### config.mk
export PLATFORM = sky130hd
export DESIGN_NAME = sclk_system_clock_control
export DESIGN_NICKNAME = d
export VERILOG_FILES = /design/src/sclk_pkg.sv /design/src/sclk_system_clock_control.sv
export SDC_FILE = /design/constraint.sdc
export NUM_CORES = 1
export LEC_CHECK = 0
export BUFFER_PORTS_ARGS = -buffer_cell sky130_fd_sc_hd__buf_2
export CELL_PAD_IN_SITES_DETAIL_PLACEMENT = 0
export CELL_PAD_IN_SITES_GLOBAL_PLACEMENT = 1
export CORE_MARGIN = 2
export CORE_UTILIZATION = 45
export DETAILED_ROUTE_END_ITERATION = 8
export PLACE_DENSITY = 0.86
export RECOVER_POWER = 50
export SYNTH_ARGS = -nofsm -noshare
export SYNTH_HDL_FRONTEND = slang
export SYNTH_SLANG_ARGS = --single-unit
### constraint.sdc
create_clock -name mclk -period 3.61 [get_ports mclk]
set_clock_uncertainty 0.2 [all_clocks]
set_input_delay 0.1805 -clock mclk [delete_from_list [all_inputs] [get_ports mclk]]
set_output_delay 0.1805 -clock mclk [all_outputs]
set_load 0.01 [all_outputs]
### src/sclk_pkg.sv
package sclk_pkg;

    typedef enum logic [2:0]
    {
        SRC_RC2M,
        SRC_RC32M,
        SRC_RC32K,
        SRC_XOSC,
        SRC_PLL,
        SRC_XTAL32K
    } sclk_src_t;

    localparam logic [3:0] ADDR_CTRL      = 4'h0;
    localparam logic [3:0] ADDR_PSCTRL    = 4'h1;
    localparam logic [3:0] ADDR_OSCEN     = 4'h2;
    localparam logic [3:0] ADDR_STATUS    = 4'h3;
    localparam logic [3:0] ADDR_PLLCTRL   = 4'h4;
    localparam logic [3:0] ADDR_CAL32K    = 4'h5;
    localparam logic [3:0] ADDR_FLLCTRL   = 4'h6;
    localparam logic [3:0] ADDR_RTCCTRL   = 4'h7;
    localparam logic [3:0] ADDR_MONCTRL   = 4'h8;
    localparam logic [3:0] ADDR_INTFLAG   = 4'h9;
    localparam logic [3:0] ADDR_INTCLR    = 4'hA;
    localparam logic [3:0] ADDR_INTEN     = 4'hB;
    localparam logic [3:0] ADDR_CAL2M     = 4'hC;
    localparam logic [3:0] ADDR_CAL32M    = 4'hD;

    localparam int         NUM_SRC        = 6;
    localparam logic [5:0] OSCEN_RESET    = 6'h00;
    localparam logic [3:0] PS_RESET       = 4'h0;
    localparam logic [4:0] PLL_MUL_RESET  = 5'h01;
    localparam logic [7:0] CAL32K_DEFAULT = 8'h80;
    localparam logic [7:0] CAL_FAST_DEFAULT = 8'h80;
    localparam int         LP_DIV         = 32;
    localparam int         FLL_WINDOW     = 32;

    localparam int         INT_FAIL       = 0;
    localparam int         INT_SWITCH     = 1;
    localparam int         INT_REFUSED    = 2;
    localparam int         NUM_INT        = 3;

    typedef struct packed
    {
        logic       cpu_en;
        logic       periph_x2_en;
        logic       periph_x4_en;
    } sclk_enables_t;

    typedef struct packed
    {
        logic       low_power_osc_1k;
        logic       rc32k_full;
        logic       rc32k_div;
    } sclk_slow_t;

endpackage : sclk_pkg

### src/sclk_system_clock_control.sv
`timescale 1ns/1ps
// Summary of operation
// - Reset disables every source but the low-power oscillator and keeps calibrators and PLL off.
// - After reset the system clock selection is always the 2MHz internal oscillator.
// - Software may change source selection and prescalers at any time without reset.
// - Requested source switches happen only on a clock-enable boundary, but a failure fallback switches on any cycle.
// - With monitoring on, a failure of the external oscillator or PLL that drives the system clock forces the 2MHz oscillator and raises the NMI.
// - The PLL multiplier is an integer 1 to 31 and loss of lock counts as a failure.
// - The prescaler chain divides the system clock by one up to 2048.
// - Fast peripheral clocks run at two and four times the CPU clock beside the normal one.
// - The low-power oscillator gives a divided 1kHz tick and runs only while something uses it.
// - The calibrated 32.768kHz oscillator gives its full rate and a divided 1.024kHz output.
// - Its calibration loads a production default and software writes replace it.
// - An enabled frequency-locked calibrator keeps trimming the 2MHz or 32MHz oscillator against a reference.
// - The 32.768kHz crystal may serve as system clock, real-time counter clock and calibrator reference.
module sclk_system_clock_control
    import sclk_pkg::*;
#(
    parameter int PS_MAX_LOG = 11
)
(
    input  wire logic        mclk,
    input  wire logic        rst,
    input  wire logic [3:0]  addr,
    input  wire logic [7:0]  wdata,
    input  wire logic        wr,
    input  wire logic        rd,
    output logic [7:0]       rdata,
    input  wire logic [5:0]  src_ready,
    input  wire logic        pll_locked,
    input  wire logic        xosc_fail,
    input  wire logic        low_power_osc_tick,
    input  wire logic        rc32k_tick,
    input  wire logic        ref_tick,
    input  wire logic        fast_osc_tick,
    input  wire logic        low_power_osc_demand,
    output logic [5:0]       src_enable,
    output logic             low_power_osc_en,
    output sclk_src_t        sys_clock_select,
    output logic [4:0]       pll_mul,
    output logic [7:0]       cal32k,
    output logic [7:0]       cal2m,
    output logic [7:0]       cal32m,
    output logic [1:0]       rtc_clock_select,
    output sclk_enables_t    clk_en,
    output sclk_slow_t       slow_ticks,
    output logic             nmi,
    output logic             irq
);

    logic [2:0]              req_src;
    logic [3:0]              ps_log;
    logic [3:0]              ps_active;
    logic [1:0]              fll_en;
    logic                    fll_ref_xtal;
    logic                    mon_en;
    logic [NUM_INT-1:0]      int_flag;
    logic [NUM_INT-1:0]      int_en;
    logic [NUM_INT-1:0]      int_set;
    logic [PS_MAX_LOG+1:0]   ps_cnt;
    logic                    base_tick;
    logic                    fail_now;
    logic                    fail_seen;
    logic                    switch_ok;
    logic                    sel_ext;
    logic [4:0]              lp_cnt;
    logic [4:0]              rc_cnt;
    logic [5:0]              fll_cnt;
    logic                    fll_ref;

    // An external source or PLL that drops out is a failure only while the external source or the PLL drives the system clock.
    assign sel_ext   = (sys_clock_select == SRC_XOSC) || (sys_clock_select == SRC_PLL);
    assign fail_now  = mon_en && sel_ext && (xosc_fail || ((sys_clock_select == SRC_PLL) && !pll_locked));
    // Codes above the last source select nothing, so they are refused rather than indexing past the enables.
    assign switch_ok = (req_src < 3'(NUM_SRC)) && src_enable[req_src] && src_ready[req_src];

    // The divider base tick comes every 2048 cycles, or every cycle at prescaler zero; requested switches happen only here, on the x4 pulse grid.
    assign base_tick = (ps_cnt[PS_MAX_LOG-1:0] == '0) || (ps_log == '0);

    always_ff @(posedge mclk or posedge rst)
    begin
        if (rst)
        begin
            src_enable <= OSCEN_RESET;
            pll_mul    <= PLL_MUL_RESET;
            ps_log     <= PS_RESET;
            fll_en     <= 2'b00;
            fll_ref_xtal <= 1'b0;
            mon_en     <= 1'b0;
            rtc_clock_select <= 2'b00;
            int_en     <= '0;
            cal32k     <= CAL32K_DEFAULT;
            req_src    <= SRC_RC2M;
        end
        else if (fail_now)
        begin
            // Dropping the failed request stops a flip back to it; a write in that one cycle is lost.
            req_src <= SRC_RC2M;
        end
        else if (wr)
        begin
            if (addr == ADDR_CTRL)
            begin
                req_src <= wdata[2:0];
            end
            else if (addr == ADDR_PSCTRL)
            begin
                ps_log <= (wdata[3:0] > 4'(PS_MAX_LOG)) ? 4'(PS_MAX_LOG) : wdata[3:0];
            end
            else if (addr == ADDR_OSCEN)
            begin
                src_enable <= wdata[5:0];
                src_enable[SRC_RC2M] <= wdata[SRC_RC2M] || (sys_clock_select == SRC_RC2M);
            end
            else if (addr == ADDR_PLLCTRL)
            begin
                pll_mul <= (wdata[4:0] == 5'h00) ? PLL_MUL_RESET : wdata[4:0];
            end
            else if (addr == ADDR_CAL32K)
            begin
                cal32k <= wdata;
            end
            else if (addr == ADDR_FLLCTRL)
            begin
                fll_en       <= wdata[1:0];
                fll_ref_xtal <= wdata[2];
            end
            else if (addr == ADDR_RTCCTRL)
            begin
                rtc_clock_select <= wdata[1:0];
            end
            else if (addr == ADDR_MONCTRL)
            begin
                mon_en <= wdata[0];
            end
            else if (addr == ADDR_INTEN)
            begin
                int_en <= wdata[NUM_INT-1:0];
            end
        end
    end

    // Selection follows the request only at a period boundary; failure overrides.
    always_ff @(posedge mclk or posedge rst)
    begin
        if (rst)
        begin
            sys_clock_select <= SRC_RC2M;
            ps_active        <= PS_RESET;
            fail_seen        <= 1'b0;
        end
        else
        begin
            fail_seen <= fail_now;
            if (fail_now)
            begin
                sys_clock_select <= SRC_RC2M;
            end
            else if (base_tick)
            begin
                ps_active <= ps_log;
                if ((sclk_src_t'(req_src) != sys_clock_select) && switch_ok)
                begin
                    sys_clock_select <= sclk_src_t'(req_src);
                end
            end
        end
    end

    always_ff @(posedge mclk or posedge rst)
    begin
        if (rst)
        begin
            ps_cnt <= '0;
        end
        else
        begin
            ps_cnt <= ps_cnt + 1'b1;
        end
    end

    // Enable pulses: x4 at the base rate, x2 every second, CPU every fourth x4 pulse.
    always_ff @(posedge mclk or posedge rst)
    begin
        if (rst)
        begin
            clk_en <= '0;
        end
        else
        begin
            clk_en.periph_x4_en <= (ps_cnt[PS_MAX_LOG-1:0] & ((12'(1) << ps_active) - 12'(1))) == '0;
            clk_en.periph_x2_en <= (ps_cnt[PS_MAX_LOG:0] & ((13'(2) << ps_active) - 13'(1))) == '0;
            clk_en.cpu_en       <= (ps_cnt & ((14'(4) << ps_active) - 14'(1))) == '0;
        end
    end

    assign int_set[INT_FAIL]    = fail_now && !fail_seen;
    assign int_set[INT_SWITCH]  = base_tick && !fail_now && (sclk_src_t'(req_src) != sys_clock_select) && switch_ok;
    assign int_set[INT_REFUSED] = wr && (addr == ADDR_CTRL)
        && !((wdata[2:0] < 3'(NUM_SRC)) && src_enable[wdata[2:0]] && src_ready[wdata[2:0]]);

    // A set in the same cycle as a clear wins, so no event is lost.
    always_ff @(posedge mclk or posedge rst)
    begin
        if (rst)
        begin
            int_flag <= '0;
        end
        else
        begin
            int_flag <= (int_flag & ~((wr && addr == ADDR_INTCLR) ? wdata[NUM_INT-1:0] : '0)) | int_set;
        end
    end

    always_ff @(posedge mclk or posedge rst)
    begin
        if (rst)
        begin
            nmi <= 1'b0;
        end
        else
        begin
            nmi <= fail_now && !fail_seen;
        end
    end

    assign irq = |(int_flag & int_en);

    // The low-power oscillator runs while the RTC or any other consumer asks for it.
    assign low_power_osc_en = (rtc_clock_select == 2'b00) || low_power_osc_demand;

    always_ff @(posedge mclk or posedge rst)
    begin
        if (rst)
        begin
            lp_cnt     <= '0;
            rc_cnt     <= '0;
            slow_ticks <= '0;
        end
        else
        begin
            slow_ticks.low_power_osc_1k <= 1'b0;
            slow_ticks.rc32k_full       <= rc32k_tick && src_enable[SRC_RC32K];
            slow_ticks.rc32k_div        <= 1'b0;
            if (low_power_osc_tick && low_power_osc_en)
            begin
                lp_cnt <= lp_cnt + 1'b1;
                slow_ticks.low_power_osc_1k <= (lp_cnt == 5'(LP_DIV - 1));
            end
            if (rc32k_tick && src_enable[SRC_RC32K])
            begin
                rc_cnt <= rc_cnt + 1'b1;
                slow_ticks.rc32k_div <= (rc_cnt == 5'(LP_DIV - 1));
            end
        end
    end

    // Each reference tick compares the fast-oscillator count with the target and nudges the trim by one when they differ.
    assign fll_ref = fll_ref_xtal ? (ref_tick && src_enable[SRC_XTAL32K]) : slow_ticks.rc32k_div;

    always_ff @(posedge mclk or posedge rst)
    begin
        if (rst)
        begin
            fll_cnt <= '0;
            cal2m   <= CAL_FAST_DEFAULT;
            cal32m  <= CAL_FAST_DEFAULT;
        end
        else if (fll_ref)
        begin
            fll_cnt <= '0;
            if (fll_en[0] && fll_cnt != 6'(FLL_WINDOW))
            begin
                cal2m <= (fll_cnt < 6'(FLL_WINDOW)) ? cal2m + 1'b1 : cal2m - 1'b1;
            end
            if (fll_en[1] && fll_cnt != 6'(FLL_WINDOW))
            begin
                cal32m <= (fll_cnt < 6'(FLL_WINDOW)) ? cal32m + 1'b1 : cal32m - 1'b1;
            end
        end
        else if (fast_osc_tick && fll_cnt != 6'h3F)
        begin
            fll_cnt <= fll_cnt + 1'b1;
        end
    end

    always_ff @(posedge mclk or posedge rst)
    begin
        if (rst)
        begin
            rdata <= '0;
        end
        else if (rd)
        begin
            if (addr == ADDR_CTRL)
                rdata <= {5'h00, sys_clock_select};
            else if (addr == ADDR_PSCTRL)
                rdata <= {4'h0, ps_log};
            else if (addr == ADDR_OSCEN)
                rdata <= {2'b00, src_enable};
            else if (addr == ADDR_STATUS)
                rdata <= {1'b0, pll_locked, src_enable & src_ready};
            else if (addr == ADDR_PLLCTRL)
                rdata <= {3'h0, pll_mul};
            else if (addr == ADDR_CAL32K)
                rdata <= cal32k;
            else if (addr == ADDR_FLLCTRL)
                rdata <= {5'h00, fll_ref_xtal, fll_en};
            else if (addr == ADDR_RTCCTRL)
                rdata <= {6'h00, rtc_clock_select};
            else if (addr == ADDR_MONCTRL)
                rdata <= {7'h00, mon_en};
            else if (addr == ADDR_INTFLAG)
                rdata <= {5'h00, int_flag};
            else if (addr == ADDR_INTEN)
                rdata <= {5'h00, int_en};
            else if (addr == ADDR_CAL2M)
                rdata <= cal2m;
            else if (addr == ADDR_CAL32M)
                rdata <= cal32m;
            else
                rdata <= 8'h00;
        end
    end

endmodule : sclk_system_clock_control

Word-level counts from Yosys, hierarchy flattened
Index checks and enable logic that the tools add are counted.
Widths: inputs -> output; s select.
{"block": "op_classes", "n_bitwise": 17, "n_reduce_logical": 58, "addsub": 11, "shift": 3, "n_mux": 37, "n_lt_le_gt_ge": 6, "eq_ne": 20}
{"op": "$mux 8", "count": 15}
{"op": "$eq 4x4->1 const B", "count": 6}
{"op": "$logic_and 1x1->1", "count": 21}
{"op": "$mux 3", "count": 7}
{"op": "$add 8x1->8 const B", "count": 2}
{"op": "$eq 4x3->1 const B", "count": 4}
{"op": "$sub 8x1->8 const B", "count": 2}
{"op": "$and 13x14->14", "count": 1}
{"op": "$logic_not 14->1", "count": 1}
{"op": "$shl 3x4->14 const A", "count": 1}
{"op": "$sub 14x1->14 const B", "count": 1}
{"op": "$add 13x1->13 const B", "count": 1}
{"op": "$and 12x13->13", "count": 1}
{"op": "$logic_not 13->1", "count": 1}
{"op": "$shl 2x4->13 const A", "count": 1}
{"op": "$sub 13x1->13 const B", "count": 1}
{"op": "$and 11x12->12", "count": 1}
{"op": "$bmux 1 s3", "count": 4}
{"op": "$logic_not 12->1", "count": 1}
{"op": "$mux 6", "count": 2}
{"op": "$ne 6x6->1 const B", "count": 2}
{"op": "$shl 1x4->12 const A", "count": 1}
{"op": "$sub 12x1->12 const B", "count": 1}
{"op": "$logic_not 11->1", "count": 1}
{"op": "37 further kinds", "count": 73}
{"block": "totals", "register_bits": 106, "out_inout_bits": 57, "inputBits": 29}

Logic depth before layout (Yosys ltp)
{"block": "depth", "depth_word": 14, "depth_mapped": 10, "ltp_nobuf": 8}

Worst setup path after synthesis
No wires, ideal clock.
{"block": "synth_path", "path_kind": "flip-flop to flip-flop", "startpoint": "reg ps_active[2]", "endpoint": "reg clk_en[0] (netlist bit)", "synth_period_minus_slack_ps": 2509, "t_required_ps": 3277, "stages_incl_launch_ff": 11, "slack_ps": 1101, "arrival_time_ps": 2177, "cell_sequence": "dfrtp_1 buf_2 or2_4 or3_1 ha_1 clkbuf_1 or3_1 nand2_1 a22oi_1 o22ai_1 a211oi_1"}
{"block": "synth_via", "elab_chain_len": 4}
{"element": "from (decl)", "line": "sclk_system_clock_control.sv:53", "source": "logic [3:0] ps_active;"}
{"element": "from (signal assigned)", "line": "sclk_system_clock_control.sv:161", "source": "ps_active <= ps_log;"}
{"element": "$shl 1x4->12", "line": "sclk_system_clock_control.sv:191", "source": "clk_en.periph_x4_en <= (ps_cnt[PS_MAX_LOG-1:0] & ((12'(1) << ps_active) - 12'(1))) == '0;"}
{"element": "$sub 12x1->12", "line": "sclk_system_clock_control.sv:191"}
{"element": "$and 11x12->12", "line": "sclk_system_clock_control.sv:191"}
{"element": "$logic_not 12->1", "line": "sclk_system_clock_control.sv:191"}
{"element": "to (decl)", "line": "sclk_system_clock_control.sv:45", "source": "output sclk_enables_t clk_en,"}
No other way between the ends.
A chain may end at the register's enable or synchronous reset.

Worst setup path in the final report
{"block": "layout_path", "startpoint": "reg ps_active[2]", "endpoint": "reg clk_en[2] (netlist bit)"}
{"block": "layout_via", "elab_chain_len": 4}
{"element": "$shl 3x4->14", "line": "sclk_system_clock_control.sv:193", "source": "clk_en.cpu_en <= (ps_cnt & ((14'(4) << ps_active) - 14'(1))) == '0;"}
{"element": "$sub 14x1->14", "line": "sclk_system_clock_control.sv:193"}
{"element": "$and 13x14->14", "line": "sclk_system_clock_control.sv:193"}
{"element": "$logic_not 14->1", "line": "sclk_system_clock_control.sv:193"}
No other way between the ends.

==> impl_results.md <==
* Post-Synthesis Cells at roughly 620
* Critical path startpoint category: flop
* Met1 GRT Util at about a third
* Vias at between 5k and 6k
* Floorplan die height at ~120 µm
* CP Data Required Time at around 3.7 ns
* Drt pass-1 iters at 5
* F_max at 347.3 MHz
* Busiest grt layer: met2
* H-tree depth at 3
* Pwr Density at about 630 nW/µm²
* Initial DRC Count at ~470
* Worst-skew pair later-pin latency at 0.36 ns
* Initial Util at about 46%
* CTS clk-pin slew, worst paths at around 0.070 ns
* Final critical-path required period at approximately 2.9 ns
* Root Buffer: clkbuf_16
* Cell Rows at 42
* Ports at 86
* Wire per inst at 18.44 µm
* DRC viols at 0
* Synth Register Bits at between 100 and 150
* Synth Net Count at 667
* Multi-input logic area at 3193 µm²
* Crit-path cells: or2_4 > or3_1 > ha_1 > or3b_2 > a21oi_1 > o21ai_0 > o211ai_1 > a211oi_1
* Relative slew slack at -15.04%
* Post-synth EDFFs at 0
* Setup TNS at 0 ns
* Port Buf Inserts at 85
* Ant. Diodes at 0
* WL final at between 15000 and 20000 µm
* Vias/cell at 5.766
* PostCTS Resize Cnt at 0
* Gr ovfl total at 0
* Hpwl dp at approximately 12000 µm
* Critical path's slowest cell: dfrtp_1
* YS warnings at 0
* Peak per-stage delay on the critical path at roughly 0.56 ns
* Crit path kind: flop to flop
* CTS Buf Count at 9
* Die area at 14500 µm²
* Cts hold-fix bufs at 10
* Pre-CTS WS at 0.7393 ns
* Least-Margin Pin Slew at between 1.5 and 2 ns
* Worst VDD drop at approximately 0.43 mV
* Library cells used by synthesis at 66
* Final ANT Viol Nets at 0
* GR Layer Usage met2 at roughly 37%
* Crit path max-delay family: simple AND/OR/NAND/NOR gates
* Status: finished with violations
* Post CTS Setup Buffer Count at 0
* Final nets at about 750
* Failing checks: max-capacitance violations, max-slew violations
* Area share of the largest cell type after synthesis at a little over two fifths
* Leakage Power at 3.016 nW
* Period utilization at between 70% and 80%
* Clock Path Buffers at 2
* Max-cap violations at 1
* Total GRT Usage at between 20% and 30%
* Synth area leaders: dfrtp_1 (42%), mux2_2 (6.1%), ha_1 (4.3%)
* Setup-failing EPs final at 0
* CTS tree: built
* Hold Crit Class: input pin to flop
* Vias in the first global route at roughly 5.0k
* Final Hold Fails at 0
* Layout cells sized above 1 at ~14%
* Gp weighted congestion at ~0.9
* Share of flip-flops with an asynchronous set or reset at 100.0%
* Worst setup EP type: flop
* Fin worst setup slack at 0.7310 ns
* Met3 usage at under 10%
* Arr. time, crit path at just under 3 ns
* Syn avg cell area at slightly below 10 µm²
* Buf+Inv Stages, Crit Path at 0
* Area grow syn2layout at 14.28%
* First-pass GRT wire length at around 26000 µm
* Post-synth design cell area at about 6100 µm²
* Clk sink count at 106
* Post-synthesis sequential area ratio at between 40% and 50%
* Core ar. at approximately 13000 µm²
* RSZ-0062 raised after global routing: false
* Pins Over Slew Limit at a little over 80
* Initial antenna violation count at 0
* Hold WS at 0.03460 ns
* Yosys top cell by area: dfrtp_1
* FF+latch area at between 2000 and 3000 µm²
* Largest net degree at the start of global routing at just over 80
* Post-synth top flop: dfrtp_1
* Filler Cells Inserted at 1247
* Die W at ~120 µm
* CP Max Fanout at 18
-- cells in the final DEF, fill, tap and decap left out, drive strengths merged, types with 4 or more instances in the layout --
cell type and n:
nor2 36, mux2 33, o22ai 7, inv 29, dfstp 4, clkbuf 64, o21bai 6, nand2 50
and3 10, a211oi 13, nand3b 5, nor2b 15, o21a 7, nand2b 5, nor4 7, xor2 12
nor3 7, nand3 22, o21ai 43, ha 21, xnor2 24, mux4 5, o2111ai 4, and2 4
a21o 7, mux2i 9, buf 35, dfrtp 102, dlygate4sd3 10, o211ai 5, a22oi 4, a21oi 32
a31oi 8, nand4 6
-- flip-flops by register name, summed over array words and instances, names as in the netlist --
register and count:
ps_cnt 13, cal2m 8, cal32k 8, cal32m 8
rdata 8, fll_cnt 6, src_enable 6, lp_cnt 5
pll_mul 5, rc_cnt 5, ps_active 4, ps_log 4
clk_en 3, int_en 3, int_flag 3, req_src 3
slow_ticks 3, sys_clock_select 3, fll_en 2, rtc_clock_select 2
fail_seen 1, fll_ref_xtal 1, mon_en 1, nmi 1
-- cell usage after synthesis (all sizes together), types with 4 or more instances --
cell type	instances
nor2b	15
nor3	7
nand4	6
mux4	5
nand2	50
ha	21
and3	10
a21oi	32
a22oi	4
o21a	7
buf	9
clkbuf	21
xnor2	24
xor2	12
inv	28
dfrtp	102
o211ai	5
o21ai	43
nand3	22
nand2b	5
mux2	33
o22ai	7
a21o	7
nor2	36
nand3b	5
o2111ai	4
a211oi	13
mux2i	9
o21bai	6
dfstp	4
a31oi	8
nor4	7
and2	4
-- logic make-up after synthesis --
family          after synthesis  synth area share (%)
compound gates              166                 18.18
xor+xnor                     36                 5.171
fa+ha+maj                    23                 4.966
buf+inv                      60                 4.042
flops                       106                 43.59
mux                          47                 9.419
simple gates                177                 14.63
-- worst paths after layout --
path | from | to | slack, ns | depth (start not counted)
max | ps_active[2] | clk_en[2] | 0.73 | 8
min | wdata[2] | ps_log[2] | 0.03 | 3
max reg2reg | ps_active[2] | clk_en[2] | 0.73 | 8
min reg2reg | fail_seen | nmi | 0.22 | 1
max in group asynchronous | rst | ps_cnt[1] | 1.48 | 3
min in group asynchronous | rst | cal2m[5] | 0.66 | 3
-- layer usage --
| metal | vias to the layer above | part of all wire [%] | routed length, µm |
|---|---|---|---|
| met2 | 162 | 48 | 7722 |
| met4 | 0 | 2.5 | 403 |
| met3 | 30 | 5.3 | 856 |
| met5 | - | 0 | 0 |
| li1 | 2402 | - | - |
| met1 | 2457 | 44 | 7174 |
-- report_power, final --
part	switching [mW]	leakage, nW	internal (mW)
Sequential	0.443	1.32	1.51
Combinational	0.776	1.56	0.655
Clock	0.460	0.135	0.540
-- area by class of cell --
type	instances	area share [%]
Inverter	30	1.634
Clock buffer	10	3.286
Timing Repair Buffer	99	7.003
Clock inverter	6	0.9517
Sequential cell	106	38.14
Multi-Input combinational cell	449	45.83
Tap cell	176	3.160
-- worst reg2reg max path, stage by stage, from the launching register on --
cell      delay (ns)
dfrtp_1         0.56
or2_4           0.34
or3_1           0.33
ha_1            0.34
or3b_2          0.47
a21oi_1         0.21
o21ai_0         0.12
o211ai_1        0.12
a211oi_1        0.06
-- through the flow --
step	util, %	area [µm²]	total power [mW]	std cells
after floorplan	-	6097	2.897	615
after global placement	50.16	6643	3.351	850
after detailed placement	50.16	6643	3.422	850
after CTS	53.15	7038	4.440	876
after global routing	52.62	6968	4.681	876
final	52.62	6968	4.381	876
No activity file was read; power rests on OpenSTA's default activity.
